File: src/rtl/cfg_map.svh
// Register map, field positions, reset values and counts of the configuration block
// Functional notes
// - Tx/Rx bit 27 of register 0 selects mode and drives antenna switch.
// - Sequencer clock divides the crystal and paces the digital receive block.
// - Demodulator modes 1, 3, 4, 5 tolerate run lengths above seven bits.
// - Sync detection active only when register 4 bits 25:23 are 010 or 011.
// - Sync register holds a 24-bit pattern compared with demodulated bits.
// - In receive with sync mode, lock rises on match, falls nine bits later.
// - Each write with register 6 bit 19 high starts a filter calibration.
// - With reduced gain bit set, gain control never picks the top step.
// - Top amplifier gain step only selectable while register 6 bit 15 is 0.
// - Unwritten gain thresholds default to low 30 and high 70.
// - Signal strength readback valid in receive only; others blocked with AGC.
// - In transmit, converter readback valid only if log amp not powered down.
// - Register 8 bit 12 resets to 0; setting it selects a shared matching network.
// - Serial data shifts in MSB first on each rising serial clock edge.
// - Load strobe rise copies the word to latch chosen by bits 3:0.
`ifndef CFG_MAP_SVH
`define CFG_MAP_SVH
`define LATCH_COUNT 4'hB
`define IDX_N 4'h0
`define IDX_CLKS 4'h3
`define IDX_DEMOD 4'h4
`define IDX_SYNC 4'h5
`define IDX_CORR 4'h6
`define IDX_RDBK 4'h7
`define IDX_PWR 4'h8
`define IDX_AGC 4'h9
`define IDX_STATUS 4'hF
`define TXRX_BIT 27
`define SEQ_DIV_HI 15
`define SEQ_DIV_LO 8
`define DMODE_HI 6
`define DMODE_LO 4
`define SYNC_MODE_HI 25
`define SYNC_MODE_LO 23
`define SYNC_PAT_HI 27
`define SYNC_PAT_LO 4
`define CAL_BIT 19
`define AMP_RED_BIT 15
`define RB_EN_BIT 8
`define RB_SRC_HI 5
`define RB_SRC_LO 4
`define LOGAMP_PD_BIT 10
`define SHARED_MATCH_BIT 12
`define LOW_THR_HI 10
`define LOW_THR_LO 4
`define HIGH_THR_HI 17
`define HIGH_THR_LO 11
`define AGC_EN_BIT 18
`define LOW_THR_RESET 7'h1E
`define HIGH_THR_RESET 7'h46
`define AGC_RESET 32'h000631E9
`define SYNC_MODE_A 3'h2
`define SYNC_MODE_B 3'h3
`define LOCK_BITS 4'h9
`define CAL_CYCLES 16'h0400
`define GAIN_TOP 2'h3
`define GAIN_REDUCED_TOP 2'h2
`endif

File: src/rtl/cfg_pkg.sv
// Shared types of the transceiver configuration block
package cfg_pkg;
    typedef struct packed {
        logic wr;
        logic [3:0] idx;
        logic [31:0] data;
    } cfg_word_t;
    typedef struct packed {
        logic en;
        logic [3:0] idx;
        logic [31:0] ext;
    } cfg_read_t;
    typedef enum logic {
        CAL_IDLE,
        CAL_RUN
    } cal_state_t;
    typedef enum logic [1:0] {
        RB_RSSI,
        RB_BATT,
        RB_TEMP,
        RB_PIN
    } rb_src_t;
endpackage

File: src/rtl/cfg_latch_mem.sv
// Configuration latch store with a registered read port
`timescale 1ns/1ps
`include "cfg_map.svh"
module cfg_latch_mem (
    input logic clk,
    input logic rst_n,
    input logic ce,
    input cfg_pkg::cfg_word_t wr,
    input cfg_pkg::cfg_read_t rd,
    output logic [31:0] rdata
);
    logic [31:0] word_q [11];
    logic [31:0] hit_word;
    wire rd_hit = rd.idx < `LATCH_COUNT;
    assign hit_word = rd_hit ? word_q[rd.idx] : rd.ext;
    genvar i;
    generate
        for (i = 0; i < 11; i++)
        begin : g_word
            localparam logic [31:0] RST = (i == 9) ? `AGC_RESET : {28'h0000000, 4'(i)};
            always_ff @(posedge clk or negedge rst_n)
            begin
                if (!rst_n)
                    word_q[i] <= RST;
                else if (ce && wr.wr && wr.idx == 4'(i))
                    word_q[i] <= wr.data;
            end
        end
    endgenerate
    // Data stand only in the cycle after the read strobe
    always_ff @(posedge clk or negedge rst_n)
    begin
        if (!rst_n)
            rdata <= 32'h00000000;
        else if (ce)
            rdata <= rd.en ? hit_word : 32'h00000000;
    end
endmodule

File: src/rtl/sync_detect.sv
// Sync pattern correlator with a nine bit lock pulse
`timescale 1ns/1ps
`include "cfg_map.svh"
module sync_detect (
    input logic clk,
    input logic rst_n,
    input logic ce,
    input logic enable,
    input logic bit_in,
    input logic bit_valid,
    input logic [23:0] pattern,
    output logic lock
);
    logic [23:0] hist_q;
    logic [23:0] hist_d;
    logic [3:0] cnt_q;
    // newest bit at the bottom, first bit reaches the top
    assign hist_d = {hist_q[22:0], bit_in};
    wire match = hist_d == pattern;
    always_ff @(posedge clk or negedge rst_n)
    begin
        if (!rst_n)
        begin
            hist_q <= 24'h000000;
            cnt_q <= 4'h0;
            lock <= 1'b0;
        end
        else if (ce)
        begin
            if (bit_valid)
                hist_q <= hist_d;
            // rise on match, fall nine bits later
            if (!enable)
                lock <= 1'b0;
            else if (bit_valid && lock)
            begin
                cnt_q <= cnt_q + 4'h1;
                if (cnt_q + 4'h1 == `LOCK_BITS)
                    lock <= 1'b0;
            end
            else if (bit_valid && match)
            begin
                lock <= 1'b1;
                cnt_q <= 4'h0;
            end
        end
    end
endmodule

File: src/rtl/xcvr_cfg.sv
// Configuration register bank of the FSK transceiver with serial load and register port
//
// Our own choices: the register addresses and the address-and-strobe port.
`timescale 1ns/1ps
`include "cfg_map.svh"
module xcvr_cfg (
    input logic CLK,
    input logic RESET_N,
    input logic CE,
    input logic SCLK,
    input logic SDATA,
    input logic LOAD_STROBE,
    input logic [3:0] ADDR,
    input logic [31:0] WR_DATA,
    input logic WR_EN,
    input logic RD_EN,
    output logic [31:0] RD_DATA,
    input logic RX_BIT,
    input logic RX_BIT_VALID,
    input logic [6:0] RSSI_LEVEL,
    output logic TX_MODE,
    output logic ANT_SWITCH_TX,
    output logic LOCK_INT,
    output logic SYNC_ACTIVE,
    output logic RUNLENGTH_TOLERANT,
    output logic FILTER_CAL_START,
    output logic FILTER_CAL_BUSY,
    output logic SEQUENCER_TICK,
    output logic [1:0] LNA_GAIN,
    output logic READBACK_VALID,
    output logic LOG_AMP_ON,
    output logic SHARED_MATCH
);
    function automatic logic latch_hit(input logic [3:0] idx);
        return idx < `LATCH_COUNT;
    endfunction

    function automatic logic sync_mode(input logic [2:0] m);
        return (m == `SYNC_MODE_A) || (m == `SYNC_MODE_B);
    endfunction

    // Serial capture
    logic sclk_q;
    logic load_q;
    logic [31:0] shift_q;
    wire sclk_rise = SCLK && !sclk_q;
    wire load_rise = LOAD_STROBE && !load_q;

    always_ff @(posedge CLK or negedge RESET_N)
    begin
        if (!RESET_N)
        begin
            sclk_q <= 1'b0;
            load_q <= 1'b0;
            shift_q <= 32'h00000000;
        end
        else if (CE)
        begin
            sclk_q <= SCLK;
            load_q <= LOAD_STROBE;
            if (sclk_rise)
                shift_q <= {shift_q[30:0], SDATA};
        end
    end

    // Write arbitration: a serial load wins over a port write in the same cycle
    // latch chosen by control bits
    wire ser_load = load_rise && latch_hit(shift_q[3:0]);
    wire bus_load = WR_EN && latch_hit(ADDR);
    cfg_pkg::cfg_word_t wr_word;
    assign wr_word.wr = ser_load || bus_load;
    assign wr_word.idx = ser_load ? shift_q[3:0] : ADDR;
    assign wr_word.data = ser_load ? shift_q : WR_DATA;

    wire wr_n = wr_word.wr && wr_word.idx == `IDX_N;
    wire wr_clks = wr_word.wr && wr_word.idx == `IDX_CLKS;
    wire wr_demod = wr_word.wr && wr_word.idx == `IDX_DEMOD;
    wire wr_sync = wr_word.wr && wr_word.idx == `IDX_SYNC;
    wire wr_corr = wr_word.wr && wr_word.idx == `IDX_CORR;
    wire wr_rdbk = wr_word.wr && wr_word.idx == `IDX_RDBK;
    wire wr_pwr = wr_word.wr && wr_word.idx == `IDX_PWR;
    wire wr_agc = wr_word.wr && wr_word.idx == `IDX_AGC;
    wire [31:0] wd = wr_word.data;

    // Shadow copies of the fields that steer logic
    logic tx_q;
    logic [7:0] seq_div_q;
    logic [2:0] dmode_q;
    logic [2:0] sync_mode_q;
    logic [23:0] sync_pat_q;
    logic amp_red_q;
    logic rb_en_q;
    cfg_pkg::rb_src_t rb_src_q;
    logic logamp_pd_q;
    logic shared_q;
    logic [6:0] low_thr_q;
    logic [6:0] high_thr_q;
    logic agc_en_q;

    always_ff @(posedge CLK or negedge RESET_N)
    begin
        if (!RESET_N)
        begin
            tx_q <= 1'b0;
            seq_div_q <= 8'h00;
        end
        else if (CE)
        begin
            if (wr_n)
                tx_q <= wd[`TXRX_BIT];
            if (wr_clks)
                seq_div_q <= wd[`SEQ_DIV_HI:`SEQ_DIV_LO];
        end
    end

    always_ff @(posedge CLK or negedge RESET_N)
    begin
        if (!RESET_N)
        begin
            dmode_q <= 3'h0;
            sync_mode_q <= 3'h0;
            sync_pat_q <= 24'h000000;
        end
        else if (CE)
        begin
            if (wr_demod)
            begin
                dmode_q <= wd[`DMODE_HI:`DMODE_LO];
                sync_mode_q <= wd[`SYNC_MODE_HI:`SYNC_MODE_LO];
            end
            if (wr_sync)
                sync_pat_q <= wd[`SYNC_PAT_HI:`SYNC_PAT_LO];
        end
    end

    always_ff @(posedge CLK or negedge RESET_N)
    begin
        if (!RESET_N)
        begin
            amp_red_q <= 1'b0;
            rb_en_q <= 1'b0;
            rb_src_q <= cfg_pkg::RB_RSSI;
        end
        else if (CE)
        begin
            if (wr_corr)
                amp_red_q <= wd[`AMP_RED_BIT];
            if (wr_rdbk)
            begin
                rb_en_q <= wd[`RB_EN_BIT];
                rb_src_q <= cfg_pkg::rb_src_t'(wd[`RB_SRC_HI:`RB_SRC_LO]);
            end
        end
    end

    always_ff @(posedge CLK or negedge RESET_N)
    begin
        if (!RESET_N)
        begin
            logamp_pd_q <= 1'b0;
            // shared match bit clears at reset
            shared_q <= 1'b0;
            low_thr_q <= `LOW_THR_RESET;
            high_thr_q <= `HIGH_THR_RESET;
            agc_en_q <= 1'b1;
        end
        else if (CE)
        begin
            if (wr_pwr)
            begin
                logamp_pd_q <= wd[`LOGAMP_PD_BIT];
                shared_q <= wd[`SHARED_MATCH_BIT];
            end
            if (wr_agc)
            begin
                low_thr_q <= wd[`LOW_THR_HI:`LOW_THR_LO];
                high_thr_q <= wd[`HIGH_THR_HI:`HIGH_THR_LO];
                agc_en_q <= wd[`AGC_EN_BIT];
            end
        end
    end

    // Sequencer clock as an enable tick; divider 0 behaves as 1
    // sequencer divider
    logic [7:0] seq_cnt_q;
    logic seq_tick_q;
    wire seq_wrap = (seq_cnt_q + 8'h01 >= seq_div_q);

    always_ff @(posedge CLK or negedge RESET_N)
    begin
        if (!RESET_N)
        begin
            seq_cnt_q <= 8'h00;
            seq_tick_q <= 1'b0;
        end
        else if (CE)
        begin
            seq_cnt_q <= seq_wrap ? 8'h00 : seq_cnt_q + 8'h01;
            seq_tick_q <= seq_wrap;
        end
    end

    // Gain control steps once per sequencer tick in receive
    // reduced mode caps the gain step
    // top step needs the reduced bit clear
    logic [1:0] gain_q;
    logic [1:0] gain_d;
    wire [1:0] gain_max = amp_red_q ? `GAIN_REDUCED_TOP : `GAIN_TOP;
    wire agc_run = seq_tick_q && !tx_q && agc_en_q;
    wire step_up = RSSI_LEVEL < low_thr_q && gain_q < gain_max;
    wire step_dn = RSSI_LEVEL > high_thr_q && gain_q != 2'h0;

    always_comb
    begin
        gain_d = gain_q;
        if (gain_q > gain_max)
            gain_d = gain_max;
        else if (agc_run && step_up)
            gain_d = gain_q + 2'h1;
        else if (agc_run && step_dn)
            gain_d = gain_q - 2'h1;
    end

    always_ff @(posedge CLK or negedge RESET_N)
    begin
        if (!RESET_N)
            gain_q <= 2'h0;
        else if (CE)
            gain_q <= gain_d;
    end

    // Filter calibration; a new request restarts a running one
    // start on every write with bit set
    cfg_pkg::cal_state_t cal_q;
    logic [15:0] cal_cnt_q;
    logic cal_start_q;
    wire cal_req = wr_corr && wd[`CAL_BIT];

    always_ff @(posedge CLK or negedge RESET_N)
    begin
        if (!RESET_N)
        begin
            cal_q <= cfg_pkg::CAL_IDLE;
            cal_cnt_q <= 16'h0000;
            cal_start_q <= 1'b0;
        end
        else if (CE)
        begin
            cal_start_q <= cal_req;
            unique case (cal_q)
                cfg_pkg::CAL_IDLE:
                begin
                    if (cal_req)
                    begin
                        cal_q <= cfg_pkg::CAL_RUN;
                        cal_cnt_q <= 16'h0000;
                    end
                end
                cfg_pkg::CAL_RUN:
                begin
                    if (cal_req)
                        cal_cnt_q <= 16'h0000;
                    else if (cal_cnt_q == `CAL_CYCLES - 16'h0001)
                        cal_q <= cfg_pkg::CAL_IDLE;
                    else
                        cal_cnt_q <= cal_cnt_q + 16'h0001;
                end
            endcase
        end
    end

    // Readback validity per source and mode
    // receive mode limits
    wire rb_rssi = rb_src_q == cfg_pkg::RB_RSSI;
    wire rb_ok_rx = rb_rssi || !agc_en_q;
    wire rb_ok_tx = !rb_rssi && !logamp_pd_q;
    logic rb_valid_q;

    always_ff @(posedge CLK or negedge RESET_N)
    begin
        if (!RESET_N)
            rb_valid_q <= 1'b0;
        else if (CE)
            rb_valid_q <= rb_en_q && (tx_q ? rb_ok_tx : rb_ok_rx);
    end

    wire sync_en = sync_mode(sync_mode_q) && !tx_q;
    logic lock;

    sync_detect u_sync (
        .clk(CLK),
        .rst_n(RESET_N),
        .ce(CE),
        .enable(sync_en),
        .bit_in(RX_BIT),
        .bit_valid(RX_BIT_VALID),
        .pattern(sync_pat_q),
        .lock(lock)
    );

    wire long_runs = dmode_q == 3'h1 || dmode_q == 3'h3 || dmode_q == 3'h4 || dmode_q == 3'h5;

    // Status word read at its own index
    logic [31:0] status;
    assign status = {20'h00000, sync_mode(sync_mode_q), long_runs, gain_q,
        rb_valid_q, cal_q == cfg_pkg::CAL_RUN, lock, tx_q, `IDX_STATUS};

    cfg_pkg::cfg_read_t rd_req;
    assign rd_req.en = RD_EN;
    assign rd_req.idx = ADDR;
    assign rd_req.ext = (ADDR == `IDX_STATUS) ? status : 32'h00000000;

    // Reads never stall; unmapped indices answer zero
    cfg_latch_mem u_mem (
        .clk(CLK),
        .rst_n(RESET_N),
        .ce(CE),
        .wr(wr_word),
        .rd(rd_req),
        .rdata(RD_DATA)
    );

    assign TX_MODE = tx_q;
    assign ANT_SWITCH_TX = tx_q;
    assign LOCK_INT = lock;
    assign SYNC_ACTIVE = sync_en;
    assign RUNLENGTH_TOLERANT = long_runs;
    assign FILTER_CAL_START = cal_start_q;
    assign FILTER_CAL_BUSY = cal_q == cfg_pkg::CAL_RUN;
    assign SEQUENCER_TICK = seq_tick_q;
    assign LNA_GAIN = gain_q;
    assign READBACK_VALID = rb_valid_q;
    assign LOG_AMP_ON = !logamp_pd_q;
    assign SHARED_MATCH = shared_q;
endmodule

File: config.mk
export PLATFORM = sky130hd
export DESIGN_NAME = xcvr_cfg
export DESIGN_NICKNAME = d
export VERILOG_FILES = /design/src/rtl/cfg_pkg.sv /design/src/rtl/cfg_latch_mem.sv /design/src/rtl/sync_detect.sv /design/src/rtl/xcvr_cfg.sv
export VERILOG_INCLUDE_DIRS = /design/src /design/src/rtl
export SDC_FILE = /design/constraint.sdc
export NUM_CORES = 1
export LEC_CHECK = 0
export BUFFER_PORTS_ARGS = -buffer_cell sky130_fd_sc_hd__buf_2
export CAP_MARGIN = 30
export CORE_UTILIZATION = 65
export DETAILED_ROUTE_END_ITERATION = 16
export PLACE_DENSITY = 0.83
export SETUP_SLACK_MARGIN = 0.1
export SYNTH_ARGS = -nofsm -noshare
export SYNTH_HDL_FRONTEND = slang
export SYNTH_HIERARCHICAL = 1
export SYNTH_SLANG_ARGS = --single-unit
File: constraint.sdc
create_clock -name CLK -period 8.3 [get_ports CLK]
set_clock_uncertainty 0.15 [all_clocks]
set_input_delay 2.075 -clock CLK [delete_from_list [all_inputs] [get_ports CLK]]
set_output_delay 2.075 -clock CLK [all_outputs]
set_load 0.02 [all_outputs]
## Yosys cells after proc, flatten, opt, wreduce, memory -nomap -nowiden

Cells that the tools add are included.

| storage, ports and cells | value |
|---|---|
| bits in registers | 536 |
| bits of input ports | 53 |
| output and inout port bits | 45 |
| logic and storage cells | 172 |

| cells by class | value |
|---|---|
| $add $sub $neg | 5 |
| order comparisons | 8 |
| equal/unequal tests | 24 |
| mux-type cells | 28 |
| bitwise gates (word level) | 2 |
| reduce and logical (&&, ||, !) cells | 67 |

Operator list:

| kind | count |
|---|---|
| two-way mux 32 bit | 5 |
| binary-select mux 32 bit (select 4 bit) | 1 |
| two-way mux 16 bit | 3 |
| logical AND 1 bit | 36 |
| one-hot mux 16 bit (2 select lines) | 1 |
| == test 24 bit | 1 |
| AND reduction 2 bit | 11 |
| == test 4 bit (second input constant) | 5 |
| adder 16 x 1 -> 16 bit (second input constant) | 1 |
| == test 16 x 10 -> 1 bit (second input constant) | 1 |
| == test 4 x 3 -> 1 bit (second input constant) | 4 |
| two-way mux 12 bit | 1 |
| two-way mux 4 bit | 3 |
| == test 3 x 2 -> 1 bit (second input constant) | 3 |
| two-way mux 1 bit | 9 |
| != test 3 bit (second input constant) | 3 |
| AND reduction 3 bit | 3 |
| adder 8 x 1 -> 8 bit (second input constant) | 1 |
| == test 4 x 2 -> 1 bit (second input constant) | 2 |
| greater-or-equal comparator 8 bit | 1 |
| less-than comparator 4 bit (second input constant) | 2 |
| two-way mux 8 bit | 1 |
| greater-than comparator 7 bit | 1 |
| less-than comparator 7 bit | 1 |
| 20 further kinds | 34 |

## Depth between registers and ports, before layout

| logic depth | value |
|---|---|
| depth in word-level cells | 9 |
| gate-level depth with buffers | 13 |
| depth with buffers taken out | 12 |

## Hierarchy

The synthesis kept the hierarchy.

Modules (own cells, without submodules):

| module | instances | cells each | area each (µm²) | seq. area each (µm²) |
|---|---|---|---|---|
| cfg_latch_mem | 1 | 1,149 | 17,470.5 | 9,640.5 |
| xcvr_cfg | 1 | 684 | 6,461.2 | 3,088.0 |
| sync_detect | 1 | 116 | 1,440.1 | 700.7 |

## Worst setup path before layout

OpenSTA, ideal clock, no wires.

| path | value |
|---|---|
| path type | input port to flip-flop |
| from | input LOAD_STROBE |
| to | register u_mem/word_q[258] (netlist name) |
| setup time | 0.125 ns |
| arrival | 4.417 ns |
| data required time | 8.025 ns |
| setup slack | 3.608 ns |
| stages | 12 |
| path buffers | 5 |
| cells stage by stage | nor2b_1 > o21a_4 > buf_6 > clkbuf_1 > clkbuf_1 > nand2_1 > nand2_1 > nand2b_1 > or4_4 > buf_6 > buf_12 > mux2_4 |

RTL lines:

| item | RTL line | RTL |
|---|---|---|
| start, declared | xcvr_cfg.sv:12 | `input logic LOAD_STROBE,` |
| end signal, assigned by index | cfg_latch_mem.sv:26 | `word_q[i] <= wr.data;` |
| end, declared | cfg_latch_mem.sv:12 | `logic [31:0] word_q [11];` |

==> results.py <==
metrics = {
    "power": {
        "powerDensity_nw_per_um2": 329,
        "power.static_leakage_nw": 13.2,
        "max-vdd-ir-drop_v": 0.000240,
    },
    "worst_setup_path": {
        "cp-end-kind": "flop",
        "cp_max_fo": 40,
        "critPathArrivalTime_ps": 5190,
        "path_class": "input port to flop",
        "crit_start": "LOAD_STROBE",
        "required_ps": 8620,
        "r2r_setup_slack_ps": 4430,
        "rr_startpoint": "shift_q[0]",
        "critPathLaunchType": "input port",
    },
    "timing": {
        "rsz0062_at_grt": "no",
        "slew_viol_final": 0,
        "finalHoldViolCount": 0,
        "worstMarginPinSlew_ps": 1000,
        "layout_min_cycle_time_ps": 4860,
        "slew_headroom": 0.331,
        "max_freq_mhz": 206,
        "finalSetupTns_ps": 0,
        "min_period_over_period": 0.586,
        "setup_viol": 0,
    },
    "worst_hold_path": {
        "hp-class": "flop to flop",
        "hold_start": "sclk_q",
    },
    "drt": {
        "drt_wl_total_um": 61000,
        "wl_per_cell_um": 23.8,
        "num_vias": 16300,
        "drc": 0,
        "drt_pass1_iterations": 7,
        "ant_nets": 0,
        "drt-initial-drc-count": 1353,
        "vias_per_cell": 6.36,
    },
    "yosys": {
        "async_flop_share": 1.00,
        "yosys-top-cells-area": "dfrtp_1 50%, mux2_2 18%, mux4_2 5.7%",
        "synth-edff-count": 0,
        "netlist_area_sq_um": 25400,
        "ys_ff_latch": 535,
        "synthFlopType": "dfrtp_1",
        "synth.most_common_cell": "dfrtp_1",
        "netlist_instances": 1949,
        "yosys_warnings": 6,
        "ys_top_cells_by_count": "502 x dfrtp_1, 399 x mux2_2, 152 x nand2_1",
        "synth_area_per_cell_sq_um": 13.0,
        "yosysTopAreaCell": "dfrtp_1",
        "ys_types": 76,
        "yosysTopAreaCellShare": 0.495,
        "ys_seq_area_frac": 0.529,
    },
    "placement": {
        "place_congestion": 0.864,
        "dp_hpwl_um": 37900,
        "port_buffers": 97,
        "dpl_cell_area_sq_um": 26200,
    },
    "floorplan": {
        "io_pins": 98,
        "core_sq_um": 38600,
        "fp.dieW_um": 200,
        "rows": 72,
        "die_h_um": 200,
        "start_util": 0.658,
        "dieArea_sq_um": 39800,
    },
    "layout": {
        "final_nets": 2079,
        "final_area_sq_um": 28200,
        "layout-drive-gt1-share": 0.381,
        "syn_to_final_growth_pct": 11.0,
        "fillers": 2448,
        "n_antenna_cell": 0,
    },
    "cts": {
        "cts_tree": "built",
        "post_cts_buffers": 0,
        "cts-resized-gates": 0,
        "cts.clk_slew.worst_paths_ps": 60,
        "numCtsBuffers": 54,
        "clk_path_buf_depth": 3,
        "htree_levels": 2,
        "clkLatencyLatePin_ps": 610,
        "cts.sinks": 535,
        "cts_hold_buf": 0,
        "cts_root_buffer": "clkbuf_16",
    },
    "grt": {
        "grt_max_degree": 161,
        "grt_pass1_wl_um": 96700,
        "grt_antenna_before_repair": 2,
        "gr-total-overflow": 0,
        "grt_pass1_vias": 17300,
        "track_usage": 0.320,
    },
    "flow_run": {
        "cap_violations": 0,
    },
    "outcome": {
        "status": "completed",
    },
}
-- critical path, cell delays in order --
cell	delay [ps]
buf_2	90
nor2b_1	290
o21a_4	510
nand2_1	160
nand2_1	210
nand4b_1	380
or3_2	1000
mux2_2	440
-- state kept, by name, summed over array words and instances (netlist names), 2 cells and up --
signal         count
sync_pat_q        24
u_sync/hist_q     23
u_mem/rdata       32
sync_mode_q        2
u_sync/cnt_q       4
seq_div_q          8
u_mem/word_q     352
low_thr_q          7
high_thr_q         7
LNA_GAIN           2
shift_q           32
cal_cnt_q         16
seq_cnt_q          8
rb_src_q           2
dmode_q            3
-- final timing paths --
check                                    endpoint  depth (start not counted)
worst max-delay path            u_mem/word_q[215]                          8
worst min-delay path                       sclk_q                          1
worst max register to register  u_mem/word_q[215]                          8
worst min register to register             sclk_q                          1
max in group asynchronous       u_mem/word_q[334]                          2
min in group asynchronous           cal_cnt_q[14]                          1
-- placed cells by master (no fill, tap or decap), types with 26 or more instances in the layout --
master,count
dfrtp_1,502
mux2_2,399
nand2_1,151
nor2_1,94
buf_2,94
mux4_2,64
inv_1,59
clkbuf_16,54
nor2b_1,37
mux2i_1,35
dfstp_2,33
o2bb2ai_1,32
mux2_4,32
ha_1,26
-- metal layers --
metal / vias up / wire, um / global-route usage / share of wire
met5: - / 21 / 0 / 0.00034
met4: 4 / 2330 / 0.141 / 0.038
met3: 157 / 3420 / 0.0515 / 0.056
met2: 589 / 30000 / 0.522 / 0.49
met1: 8489 / 25200 / 0.427 / 0.41
li1: 7080 / - / - / -
-- metrics by stage --
step	hold WS, ps	worst slack (ps)	util	total power, W	std cells
2_1_floorplan	301	3610	-	0.00596	1968
3_3_place_gp	314	3020	0.676	0.00643	2453
3_5_place_dp	334	2870	0.679	0.00665	2459
4_1_cts	348	3490	0.730	0.00928	2561
5_1_grt	364	3320	0.730	0.00971	2564
6_report	348	3440	0.730	0.00927	2564
-- power by group --
| group | leakage (nW) | total (W) | internal (W) | switching, W |
|---|---|---|---|---|
| Sequential | 6.84 | 0.00431 | 0.00368 | 0.000631 |
| Clock | 0.964 | 0.00259 | 0.00156 | 0.00103 |
| Combinational | 5.41 | 0.00237 | 0.00131 | 0.00106 |
| Total | 13.2 | 0.00927 | 0.00656 | 0.00272 |
-- kinds of logic (layout without fill, tap and decap cells) --
kind of cell,Yosys count,count (layout),synth area share
AOI/OAI and AO/OA,219,219,0.0645
xor gates and xnor gates,34,34,0.0117
adders and majority gates,26,26,0.0128
buffers and inverters,206,284,0.0396
DFF,535,535,0.529
muxes,535,535,0.269
other,1,20,0.000148
and+or+nand+nor,393,393,0.0727
-- final cells by class --
| class | instances | area, sq um | share of cell area |
|---|---|---|---|
| Sequential cell | 535 | 13400 | 0.477 |
| Clock inverter | 22 | 285 | 0.0101 |
| Tap cell | 518 | 648 | 0.0230 |
| Inverter | 59 | 221 | 0.00786 |
| Multi-Input combinational cell | 1227 | 11100 | 0.394 |
| Clock buffer | 80 | 1650 | 0.0586 |
| Timing Repair Buffer | 123 | 842 | 0.0299 |
Note: power is estimated with default switching activity, not from simulation.
